[src/verilog/ccu_pkg.sv]
//==============================================================
// Purpose: constants, carriers and helpers of the crc calculation unit
// Assumes: apb register bus, 32-bit data, one clock
// Notes: offsets are byte addresses on the bus
//==============================================================
package ccu_pkg;

   //==============================================================
   // register map
   localparam logic [7:0] ADDR_DATA = 8'h00;
   localparam logic [7:0] ADDR_SCRATCH = 8'h04;
   localparam logic [7:0] ADDR_CTRL = 8'h08;
   localparam logic [7:0] ADDR_INIT = 8'h10;
   localparam logic [7:0] ADDR_COEFF = 8'h14;

   //==============================================================
   // reset values
   localparam logic [31:0] RST_DATA = 32'hffffffff;
   localparam logic [7:0] RST_SCRATCH = 8'h00;
   localparam logic [31:0] RST_INIT = 32'hffffffff;
   localparam logic [31:0] RST_COEFF = 32'h04c11db7;

   //==============================================================
   // control field positions
   localparam int CTRL_RESET_BIT = 0;
   localparam int CTRL_WIDTH_LSB = 3;
   localparam int CTRL_INREV_LSB = 5;
   localparam int CTRL_OUTREV_BIT = 7;

   //==============================================================
   // field encodings
   localparam logic [1:0] WSEL_32 = 2'h0;
   localparam logic [1:0] WSEL_16 = 2'h1;
   localparam logic [1:0] WSEL_8 = 2'h2;
   localparam logic [1:0] WSEL_7 = 2'h3;
   localparam logic [1:0] REV_NONE = 2'h0;
   localparam logic [1:0] REV_BYTE = 2'h1;
   localparam logic [1:0] REV_HALF = 2'h2;
   localparam logic [1:0] REV_WORD = 2'h3;
   localparam logic [3:0] STRB_WORD = 4'hf;

   //==============================================================
   // timing: most cycles one step may take
   localparam int CALC_CYCLES_MAX = 4;

   typedef struct packed {
      logic output_reverse;
      logic [1:0] input_reverse_sel;
      logic [1:0] divisor_width_sel;
   } ccu_ctrl_t;

   typedef enum logic [1:0] {
      SIZE_BYTE = 2'h0,
      SIZE_HALF = 2'h1,
      SIZE_WORD = 2'h2
   } ccu_size_t;

   typedef enum logic {
      ST_IDLE = 1'b0,
      ST_CALC = 1'b1
   } ccu_state_t;

   // remainder bits in use for a divisor width
   function automatic logic [31:0] ccu_width_mask(input logic [1:0] sel);
      case (sel)
         WSEL_16: ccu_width_mask = 32'h0000ffff;
         WSEL_8: ccu_width_mask = 32'h000000ff;
         WSEL_7: ccu_width_mask = 32'h0000007f;
         default: ccu_width_mask = 32'hffffffff;
      endcase
   endfunction

endpackage

[src/verilog/ccu_bit_rev.sv]
//==============================================================
// Purpose: bit order reversal by byte, half-word or word
// Assumes: data sits in the low bits for narrow accesses
// Notes: a narrow access never reverses across more bits than it has
//==============================================================
`timescale 1ns/1ps
`default_nettype none
module ccu_bit_rev
   import ccu_pkg::*;
(
   input wire logic [31:0] data_in,
   input wire logic [1:0] mode,
   input wire ccu_size_t size,
   output logic [31:0] data_out
);
   logic [1:0] eff_mode;

   // clip the group size to the access size
   always_comb begin
      if (size == SIZE_BYTE && mode != REV_NONE) begin
         eff_mode = REV_BYTE;
      end else if (size == SIZE_HALF && mode == REV_WORD) begin
         eff_mode = REV_HALF;
      end else begin
         eff_mode = mode;
      end
   end

   // reverse inside each group
   always_comb begin
      data_out = data_in;
      for (int i = 0; i < 32; i++) begin
         case (eff_mode)
            REV_BYTE: data_out[i] = data_in[(i / 8) * 8 + 7 - (i % 8)];
            REV_HALF: data_out[i] = data_in[(i / 16) * 16 + 15 - (i % 16)];
            REV_WORD: data_out[i] = data_in[31 - i];
            default: data_out[i] = data_in[i];
         endcase
      end
   end
endmodule
`default_nettype wire

[src/verilog/ccu_crc_step.sv]
//==============================================================
// Purpose: eight input bits of mod-2 division, msb first
// Assumes: remainder held in the low bits of the chosen width
// Notes: purely combinational, one byte per clock in the caller
//==============================================================
`timescale 1ns/1ps
`default_nettype none
module ccu_crc_step
   import ccu_pkg::*;
(
   input wire logic [31:0] crc_in,
   input wire logic [31:0] coeff,
   input wire logic [1:0] width_sel,
   input wire logic [7:0] data_byte,
   output logic [31:0] crc_out
);
   logic [31:0] mask;
   logic [4:0] top;
   logic fb;

   // width picks the feedback tap
   always_comb begin
      mask = ccu_width_mask(width_sel);
      case (width_sel)
         WSEL_16: top = 5'h0f;
         WSEL_8: top = 5'h07;
         WSEL_7: top = 5'h06;
         default: top = 5'h1f;
      endcase
   end

   // shift in one bit at a time, xor divisor on feedback
   always_comb begin
      crc_out = crc_in & mask;
      fb = 1'b0;
      for (int i = 7; i >= 0; i--) begin
         fb = crc_out[top] ^ data_byte[i];
         crc_out = (crc_out << 1) & mask;
         if (fb) begin
            crc_out = crc_out ^ (coeff & mask);
         end
      end
   end
endmodule
`default_nettype wire

[src/verilog/ccu_top.sv]
//==============================================================
// Purpose: crc calculation unit with apb register access
// Assumes: apb4 master, pstrb zero on reads, one clock
// Notes: each access gets one wait state, more while a step runs
//==============================================================
//
// The APB register port was decided locally.
`timescale 1ns/1ps
`default_nettype none
module ccu_top
   import ccu_pkg::*;
(
   input wire logic pclk,
   input wire logic presetn,
   input wire logic psel,
   input wire logic penable,
   input wire logic pwrite,
   input wire logic [7:0] paddr,
   input wire logic [31:0] pwdata,
   input wire logic [3:0] pstrb,
   output logic [31:0] prdata,
   output logic pready,
   output logic pslverr
);

   //==============================================================
   // state
   logic [31:0] crc;
   logic [7:0] scratch_byte;
   ccu_ctrl_t ctrl;
   logic [31:0] init_value;
   logic [31:0] divisor_coeff;
   ccu_state_t state;
   logic [31:0] feed;
   logic [2:0] bytes_left;

   //==============================================================
   // decode
   logic access;
   logic commit;
   logic wr_commit;
   logic sel_data;
   logic sel_scratch;
   logic sel_ctrl;
   logic sel_init;
   logic sel_coeff;
   logic mapped;
   logic data_ok;
   logic [31:0] lane_val;
   ccu_size_t lane_size;
   logic acc_err;
   logic [31:0] rd_val;

   // response flop rises after one access cycle, commit on the next
   assign access = psel & penable;
   assign commit = access & pready;
   assign wr_commit = commit & pwrite & ~pslverr;

   // word aligned addresses only
   assign sel_data = (paddr == ADDR_DATA);
   assign sel_scratch = (paddr == ADDR_SCRATCH);
   assign sel_ctrl = (paddr == ADDR_CTRL);
   assign sel_init = (paddr == ADDR_INIT);
   assign sel_coeff = (paddr == ADDR_COEFF);
   assign mapped = sel_data | sel_scratch | sel_ctrl | sel_init | sel_coeff;

   // only written lanes enter the step
   always_comb begin
      data_ok = 1'b1;
      lane_val = 32'h00000000;
      lane_size = SIZE_WORD;
      case (pstrb)
         4'h1: begin
            lane_val = {24'h000000, pwdata[7:0]};
            lane_size = SIZE_BYTE;
         end
         4'h2: begin
            lane_val = {24'h000000, pwdata[15:8]};
            lane_size = SIZE_BYTE;
         end
         4'h4: begin
            lane_val = {24'h000000, pwdata[23:16]};
            lane_size = SIZE_BYTE;
         end
         4'h8: begin
            lane_val = {24'h000000, pwdata[31:24]};
            lane_size = SIZE_BYTE;
         end
         4'h3: begin
            lane_val = {16'h0000, pwdata[15:0]};
            lane_size = SIZE_HALF;
         end
         4'hc: begin
            lane_val = {16'h0000, pwdata[31:16]};
            lane_size = SIZE_HALF;
         end
         4'hf: begin
            lane_val = pwdata;
         end
         default: begin
            data_ok = 1'b0;
         end
      endcase
   end

   assign acc_err = ~mapped | (pwrite & sel_data & ~data_ok) | (pwrite & ~sel_data & (pstrb != STRB_WORD));

   //==============================================================
   // datapath instances
   logic [31:0] rev_in;
   logic [31:0] crc_view;
   logic [31:0] step_out;
   logic [1:0] out_mode;

   // byte groups handled in the reverser
   ccu_bit_rev u_in_rev (
      .data_in(lane_val),
      .mode(ctrl.input_reverse_sel),
      .size(lane_size),
      .data_out(rev_in)
   );

   // result is the remainder itself, no xor
   assign out_mode = ctrl.output_reverse ? REV_WORD : REV_NONE;
   ccu_bit_rev u_out_rev (
      .data_in(crc),
      .mode(out_mode),
      .size(SIZE_WORD),
      .data_out(crc_view)
   );

   ccu_crc_step u_step (
      .crc_in(crc),
      .coeff(divisor_coeff),
      .width_sel(ctrl.divisor_width_sel),
      .data_byte(feed[31:24]),
      .crc_out(step_out)
   );

   //==============================================================
   // read mux
   // data reads return the result
   always_comb begin
      rd_val = 32'h00000000;
      if (sel_data) begin
         rd_val = crc_view;
      end else if (sel_scratch) begin
         rd_val = {24'h000000, scratch_byte};
      end else if (sel_ctrl) begin
         rd_val[CTRL_OUTREV_BIT] = ctrl.output_reverse;
         rd_val[CTRL_INREV_LSB +: 2] = ctrl.input_reverse_sel;
         rd_val[CTRL_WIDTH_LSB +: 2] = ctrl.divisor_width_sel;
      end else if (sel_init) begin
         rd_val = init_value;
      end else if (sel_coeff) begin
         rd_val = divisor_coeff;
      end
   end

   //==============================================================
   // bus response
   // no answer while a step runs, so reads see the new result
   always_ff @(posedge pclk or negedge presetn) begin
      if (!presetn) begin
         pready <= 1'b0;
         pslverr <= 1'b0;
         prdata <= 32'h00000000;
      end else if (pready) begin
         pready <= 1'b0;
         pslverr <= 1'b0;
         prdata <= 32'h00000000;
      end else if (access && state == ST_IDLE) begin
         pready <= 1'b1;
         pslverr <= acc_err;
         prdata <= (pwrite || acc_err) ? 32'h00000000 : rd_val;
      end
   end

   //==============================================================
   // software registers
   // scratch untouched by the control reset bit
   always_ff @(posedge pclk or negedge presetn) begin
      if (!presetn) begin
         scratch_byte <= RST_SCRATCH;
      end else if (wr_commit && sel_scratch) begin
         scratch_byte <= pwdata[7:0];
      end
   end

   // control fields, reset bit is never stored
   always_ff @(posedge pclk or negedge presetn) begin
      if (!presetn) begin
         ctrl <= '0;
      end else if (wr_commit && sel_ctrl) begin
         ctrl.output_reverse <= pwdata[CTRL_OUTREV_BIT];
         ctrl.input_reverse_sel <= pwdata[CTRL_INREV_LSB +: 2];
         ctrl.divisor_width_sel <= pwdata[CTRL_WIDTH_LSB +: 2];
      end
   end

   // initial value register
   always_ff @(posedge pclk or negedge presetn) begin
      if (!presetn) begin
         init_value <= RST_INIT;
      end else if (wr_commit && sel_init) begin
         init_value <= pwdata;
      end
   end

   always_ff @(posedge pclk or negedge presetn) begin
      if (!presetn) begin
         divisor_coeff <= RST_COEFF;
      end else if (wr_commit && sel_coeff) begin
         divisor_coeff <= pwdata;
      end
   end

   //==============================================================
   // calculation sequencer, one byte per clock
   // a word takes four clocks, narrower writes fewer
   always_ff @(posedge pclk or negedge presetn) begin
      if (!presetn) begin
         state <= ST_IDLE;
         feed <= 32'h00000000;
         bytes_left <= 3'h0;
      end else begin
         case (state)
            ST_IDLE: begin
               if (wr_commit && sel_data) begin
                  state <= ST_CALC;
                  // msb-align so the top byte goes first
                  case (lane_size)
                     SIZE_BYTE: begin
                        feed <= {rev_in[7:0], 24'h000000};
                        bytes_left <= 3'h1;
                     end
                     SIZE_HALF: begin
                        feed <= {rev_in[15:0], 16'h0000};
                        bytes_left <= 3'h2;
                     end
                     default: begin
                        feed <= rev_in;
                        bytes_left <= 3'h4;
                     end
                  endcase
               end
            end
            ST_CALC: begin
               feed <= {feed[23:0], 8'h00};
               bytes_left <= bytes_left - 3'h1;
               if (bytes_left == 3'h1) begin
                  state <= ST_IDLE;
               end
            end
            default: begin
               state <= ST_IDLE;
            end
         endcase
      end
   end

   // control reset reloads the initial value
   always_ff @(posedge pclk or negedge presetn) begin
      if (!presetn) begin
         crc <= RST_DATA;
      end else if (state == ST_CALC) begin
         crc <= step_out;
      end else if (wr_commit && sel_ctrl && pwdata[CTRL_RESET_BIT]) begin
         crc <= init_value & ccu_width_mask(pwdata[CTRL_WIDTH_LSB +: 2]);
      end
   end

   logic [2:0] calc_len;
   // cycles spent in one step
   always_ff @(posedge pclk or negedge presetn) begin
      if (!presetn) begin
         calc_len <= 3'h0;
      end else if (state == ST_CALC) begin
         calc_len <= calc_len + 3'h1;
      end else begin
         calc_len <= 3'h0;
      end
   end
endmodule
`default_nettype wire
[config.mk]
export PLATFORM = sky130hd
export DESIGN_NAME = ccu_top
export DESIGN_NICKNAME = d
export VERILOG_FILES = /design/src/verilog/ccu_pkg.sv /design/src/verilog/ccu_bit_rev.sv /design/src/verilog/ccu_crc_step.sv /design/src/verilog/ccu_top.sv
export SDC_FILE = /design/constraint.sdc
export NUM_CORES = 1
export LEC_CHECK = 0
export BUFFER_PORTS_ARGS = -buffer_cell sky130_fd_sc_hd__buf_2
export CAP_MARGIN = 20
export CORE_MARGIN = 3
export CORE_UTILIZATION = 45
export DETAILED_ROUTE_END_ITERATION = 12
export SLEW_MARGIN = 10
export SYNTH_ARGS = -nofsm -noshare
export SYNTH_HDL_FRONTEND = slang
export SYNTH_SLANG_ARGS = --single-unit
[constraint.sdc]
create_clock -name pclk -period 12.4 [get_ports pclk]
set_clock_uncertainty 0.2 [all_clocks]
set_input_delay 0.62 -clock pclk [delete_from_list [all_inputs] [get_ports pclk]]
set_output_delay 0.62 -clock pclk [all_outputs]
set_load 0.01 [all_outputs]
Word level (Yosys, flattened, before mapping)
Index checks and enable logic that the tools add are counted.
Widths: inputs -> output; s select.
- register bits: 179
- input port bits: 49
- output and inout port bits: 34
- word-level logic and storage cells: 231
- add/subtract/negate cells: 1
- $lt $le $gt $ge: 1
- equal/unequal tests: 28
- multiplexer cells: 124
- bitwise operators: 46
- reductions and logical operators: 18
- operators by type and width (cell ; number):
    $mux 32 ; 20
    $and 32x32->32 ; 11
    $xor 32x32->32 ; 8
    $pmux 32 s7 ; 1
    $pmux 1 s3 ; 64
    $pmux 32 s3 ; 2
    $pmux 32 s2 ; 2
    $bmux 1 s5 ; 8
    $mux 24 ; 1
    $eq 2x2->1 const B ; 9
    $eq 8x5->1 const B ; 2
    $mux 1 ; 15
    $pmux 5 s3 ; 1
    $eq 4x4->1 const B ; 3
    $pmux 3 s2 ; 2
    $eq 2x1->1 const B ; 5
    $logic_and 1x1->1 ; 9
    $and 1x1->1 ; 8
    $eq 4x2->1 const B ; 2
    $eq 8x3->1 const B ; 1
    $eq 8x4->1 const B ; 1
    $logic_not 8->1 ; 1
    $xor 1x1->1 ; 8
    $reduce_or 7->1 ; 1
    other kinds (19) ; 33

Logic depth before layout (Yosys ltp)
- depth in word-level cells: 36
- depth in mapped cells: 31
- mapped depth without buffers: 26

Hierarchy
A second synthesis with hierarchy kept.
- cell total of the unflattened synthesis: 2331
- area, all modules: 18889.4 um^2
- by module, submodules not included (module ; times used ; cells each ; area an instance (um^2) ; seq. area each (um^2)):
    ccu_top ; 1 ; 840 ; 9340.2 ; 4576.9
    ccu_crc_step ; 1 ; 997 ; 6406.1 ; 0.0
    ccu_bit_rev ; 2 ; 247 ; 1571.5 ; 0.0

Least setup slack after synthesis
OpenSTA, ideal clock, no wires.
- path type: reg2reg
- start: reg divisor_coeff[7]
- end: reg crc[12]
- library setup time: 0.088 ns
- arrival: 7.203 ns
- required time: 12.112 ns
- slack: 4.909 ns
- cell stages (with the launch flop): 30
- buffers on the path: 3
- clock period less this slack: 7.491 ns
- path through: dfstp_2 -> buf_2 -> inv_1 -> o21ai_1 -> a32oi_2 -> or4_1 -> a31oi_4 -> mux2_2 -> o31ai_2 -> a41oi_1 -> o2111a_1 -> a31o_1 -> nand4_1 -> or3b_1 -> a211o_1 -> nand4_2 -> buf_6 -> a21oi_1 -> or2_1 -> nor3_2 -> mux2i_4 -> mux2i_4 -> or4_1 -> a21oi_1 -> nor3b_1 -> a2111oi_4 -> xor2_2 -> buf_6 -> a211oi_1 -> or3_1
- cells in the longest elaborated chain, start to end: 32
- elaborated cells between the ends (all ways): 46
- classes of those cells: 23 x mux; 23 x bitwise
- RTL lines (item ; line ; source):
    start: declaration ; ccu_top.sv:32 ; logic [31:0] divisor_coeff;
    start signal: assignment ; ccu_top.sv:214 ; divisor_coeff <= pwdata;
    $and 32x32->32 * ; ccu_crc_step.sv:40 ; crc_out = crc_out ^ (coeff & mask);
    $xor 32x32->32 ; ccu_crc_step.sv:40 ;
    $mux 32 ; ccu_crc_step.sv:39 ; if (fb) begin
    $bmux 1 s5 ; ccu_crc_step.sv:37 ; fb = crc_out[top] ^ data_byte[i];
    $mux 1 (implied by the code) ; ccu_crc_step.sv:37 ;
    $xor 1x1->1 ; ccu_crc_step.sv:37 ;
    $mux 32 ; ccu_crc_step.sv:39 ;
    $bmux 1 s5 ; ccu_crc_step.sv:37 ;
    (+16 left out) ; - ;
    $mux 1 (implied by the code) ; ccu_crc_step.sv:37 ;
    $xor 1x1->1 ; ccu_crc_step.sv:37 ;
    $mux 32 * ; ccu_crc_step.sv:39 ;
    $bmux 1 s5 ; ccu_crc_step.sv:37 ;
    $mux 1 (implied by the code) ; ccu_crc_step.sv:37 ;
    $xor 1x1->1 ; ccu_crc_step.sv:37 ;
    $mux 32 * ; ccu_crc_step.sv:39 ;
    $mux 32 * ; ccu_top.sv:266 ; end else if (state == ST_CALC) begin
    end signal: assignment ; ccu_top.sv:267 ; crc <= step_out;
    end signal: assignment ; ccu_top.sv:269 ; crc <= init_value & ccu_width_mask(pwdata[CTRL_WIDTH_LSB +: 2]);
    end: declaration ; ccu_top.sv:28 ; logic [31:0] crc;
Every way passes the cells marked *; elsewhere a longest branch is shown, timed or not. The select of a mux whose other input is x is not followed.
A chain may end at the register's enable or synchronous reset.

Worst setup path in the final report
- start: reg divisor_coeff[15]
- end: reg crc[12]
The elaborated chain is that of the path after synthesis.

==> run_results.csv <==
group,metric,value,unit
run_status,status,"completed",
grt,grt_overflow,0,
routing,via_count,14780,
sta,fin_crit,10130,ps
clock_tree,clock_path_buffers,2,
pwr,p_leak,5.854,nW
logic_synthesis,muxShareOfSynthArea,9.814,%
logic_synthesis,synth-simple-area-share,21.06,%
clock_tree,numCtsBuffers,17,
logic_synthesis,synth_compound_area_share,21.88,%
worst_setup_path,critPathLaunchType,"flop",
sta,tns,0,ps
logic_synthesis,netlist_area,0.01508,mm²
die,rows,66,
worst_setup_path,critPathKind,"reg -> reg",
sta,post-route-period-util,81.72,%
clock_tree,root_buffer,"clkbuf_16",
finish,mostFrequentLayoutCells,"nand2_1, xnor2_1, o21ai_0",
clock_tree,clock_sinks,179,
finish,stdcell_area,0.01632,mm²
worst_setup_path,cp_slowest_cell,"dfrtp_1",
finish,multi_input_area,0.009786,mm²
routing,wirelength,54.40,mm
die,die_w,189.1,µm
worst_setup_path,rr_worst_depth,29,
logic_synthesis,yosysUniqueCellTypes,93,
routing,antenna_left,0,
clock_tree,htreeDepth,4,
finish,area_growth,8.197,%
clock_tree,clkTransAtPathRegs,70,ps
logic_synthesis,ys_seq_area_share,30.35,%
logic_synthesis,synth-seq-cells,179,
finish,regArea,0.004578,mm²
placement,hpwl,39.35,mm
finish,diodes,0,
logic_synthesis,dominantRegCellSynth,"dfrtp_1",
run,drv_cap,0,
logic_synthesis,yosys.area.top_type,"dfrtp_1",
logic_synthesis,syn_inst,1863,
logic_synthesis,synth_edf_count,0,
grt,grt_pass1_wl,84.54,mm
worst_setup_path,slowest_delay,860,ps
grt,grt_pass1_vias,13820,
die,start_util,46.00,%
logic_synthesis,synth_top_family_by_area,"compound AO/OA/AOI/OAI gates",
clock_tree,post_cts_buffers,0,
hold_path,hold_class,"in -> async",
finish,nFillCells,3178,
logic_synthesis,avgSynthCellArea,8.096,µm²
sta,fmax,98.69,MHz
sta,worst_pin_slew,1141,ps
logic_synthesis,synth.area.top_cells,"dfrtp_1, dfstp_2, nand2_1, xnor2_1, mux2_2",
finish,layoutNonFillerInstCount,2285,
pwr,peakVddDrop,100.9,µV
worst_setup_path,crit_required,12560,ps
grt,grt_usage,30.10,%
routing,drt_pass1_iterations,7,
finish,finalNetCount,1881,
worst_setup_path,cp_max_fo,35,
sta,relSlewSlack,23.93,%
sta,setup_viol,0,
logic_synthesis,syn-num-nets,1914,
sta,rsz0062_at_grt,"false",
clock_tree,ctsResizeCount,0,
placement,placed_area,0.01566,mm²
placement,gp_congestion,0.9446,
routing,routed_via_density,6.469,
placement,io_buffer_count,82,
pwr,power.density,91.80,mW/mm²
die,die-area,0.03575,mm²
clock_tree,clock_latency,440,ps
placement,dp.cells,2251,
finish,finalCoreUtilization,49.77,%
logic_synthesis,synth_top_area_share,16.76,%
routing,routedWlPerCell,23.81,µm
logic_synthesis,synth_xor_area_share,11.68,%
clock_tree,cts_tree,"done",
die,die_h,189.1,µm
die,core,0.03278,mm²
routing,drc,0,
sta,maxSlewViolCount,0,
finish,drive_above_1_share,20.02,%
pwr,finalPower,0.001498,W
logic_synthesis,synth_fa_ha_area_share,0.1659,%
worst_setup_path,cp.arrival,10290,ps
routing,drtIter0Drc,1853,
logic_synthesis,synth-async-reset-ratio,100.0,%
grt,antenna_found_initial,0,
worst_setup_path,endpoint_kind,"flop",
finish,final_common_cell,"nand2_1",
logic_synthesis,yosys_warnings,0,
die,pin_count,83,
sta,hold_viol,0,
grt,grt_max_degree,101,
clock_tree,cts_hold_buf,0,
-- flip-flops by register name, indices dropped and copies added, names as in the netlist, 3 cells and up --
register       cells
crc               32
scratch_byte       8
bytes_left         3
ctrl               5
divisor_coeff     32
prdata            32
init_value        32
feed              32
-- power by group --
| part | switching (W) | total (W) | leakage, nW | internal, W |
|---|---|---|---|---|
| clock network | 0.000253 | 0.000562 | 0.290 | 0.000309 |
| logic | 0.000186 | 0.000279 | 3.47 | 0.0000929 |
| registers | 0.0000430 | 0.000657 | 2.09 | 0.000614 |
-- kinds of logic after synthesis --
family	count (synthesis)
flops	179
simple gates	696
xor+xnor	197
fa+ha+maj	2
compound gates	470
mux	131
buf+inv	188
-- worst max-delay path, delay by kind of cell, from the launching register on --
| family | cells | cell delay (ps) |
|---|---|---|
| buffers and inverters | 4 | 1210 |
| AOI/OAI and AO/OA | 11 | 2780 |
| muxes | 1 | 490 |
| and+or+nand+nor | 11 | 3490 |
| xor gates and xnor gates | 2 | 990 |
| DFF | 1 | 860 |
-- final timing paths --
check	from	to	slack, ps
worst max-delay path	divisor_coeff[15]$_DFFE_PN0P_	crc[12]$_DFFE_PN1P_	2270
min in group pclk	prdata[2]$_DFFE_PN0P_	prdata[2]$_DFFE_PN0P_	280
worst max register to register	divisor_coeff[15]$_DFFE_PN0P_	crc[12]$_DFFE_PN1P_	2270
max in group asynchronous	presetn	crc[4]$_DFFE_PN1P_	10670
worst min register to register	prdata[2]$_DFFE_PN0P_	prdata[2]$_DFFE_PN0P_	280
worst min-delay path	presetn	prdata[20]$_DFFE_PN0P_	40
-- metrics by stage --
stage	hold slack [ps]	worst slack [ps]
6_report	37.89	2267
5_1_grt	132.1	1601
4_1_cts	104.5	1858
3_5_place_dp	268.3	1941
3_3_place_gp	263.6	2028
2_1_floorplan	124.4	4909
-- cells in the mapped netlist (39+ instances only) --
cell type,count
xor2_1,51
dfstp_2,78
nor2_1,103
clkbuf_1,129
dfrtp_1,101
nand3_1,73
nand2_1,344
a22oi_1,39
mux2_2,102
o21ai_0,104
a21oi_1,97
xnor2_1,143
-- layer usage --
layer / global-route usage [%] / share of wire (%) / vias up / wire length [µm]
met5: 0 / 0 / - / 0
li1: - / - / 6672 / -
met1: 43.10 / 43 / 7244 / 23420
met4: 10.23 / 3.4 / 0 / 1825
met2: 46.52 / 45 / 746 / 24240
met3: 4.592 / 9.0 / 120 / 4915
-- layout make-up --
| cell class | instances | share of cell area (%) |
|---|---|---|
| clock buffer | 18 | 2.691 |
| sequential | 179 | 28.06 |
| inverter | 18 | 0.4140 |
| multi-input combinational | 1496 | 59.97 |
| clock inverter | 14 | 1.012 |
| tap | 442 | 3.389 |
| timing repair buffer | 118 | 4.470 |
Note: power is estimated with default switching activity, not from simulation.
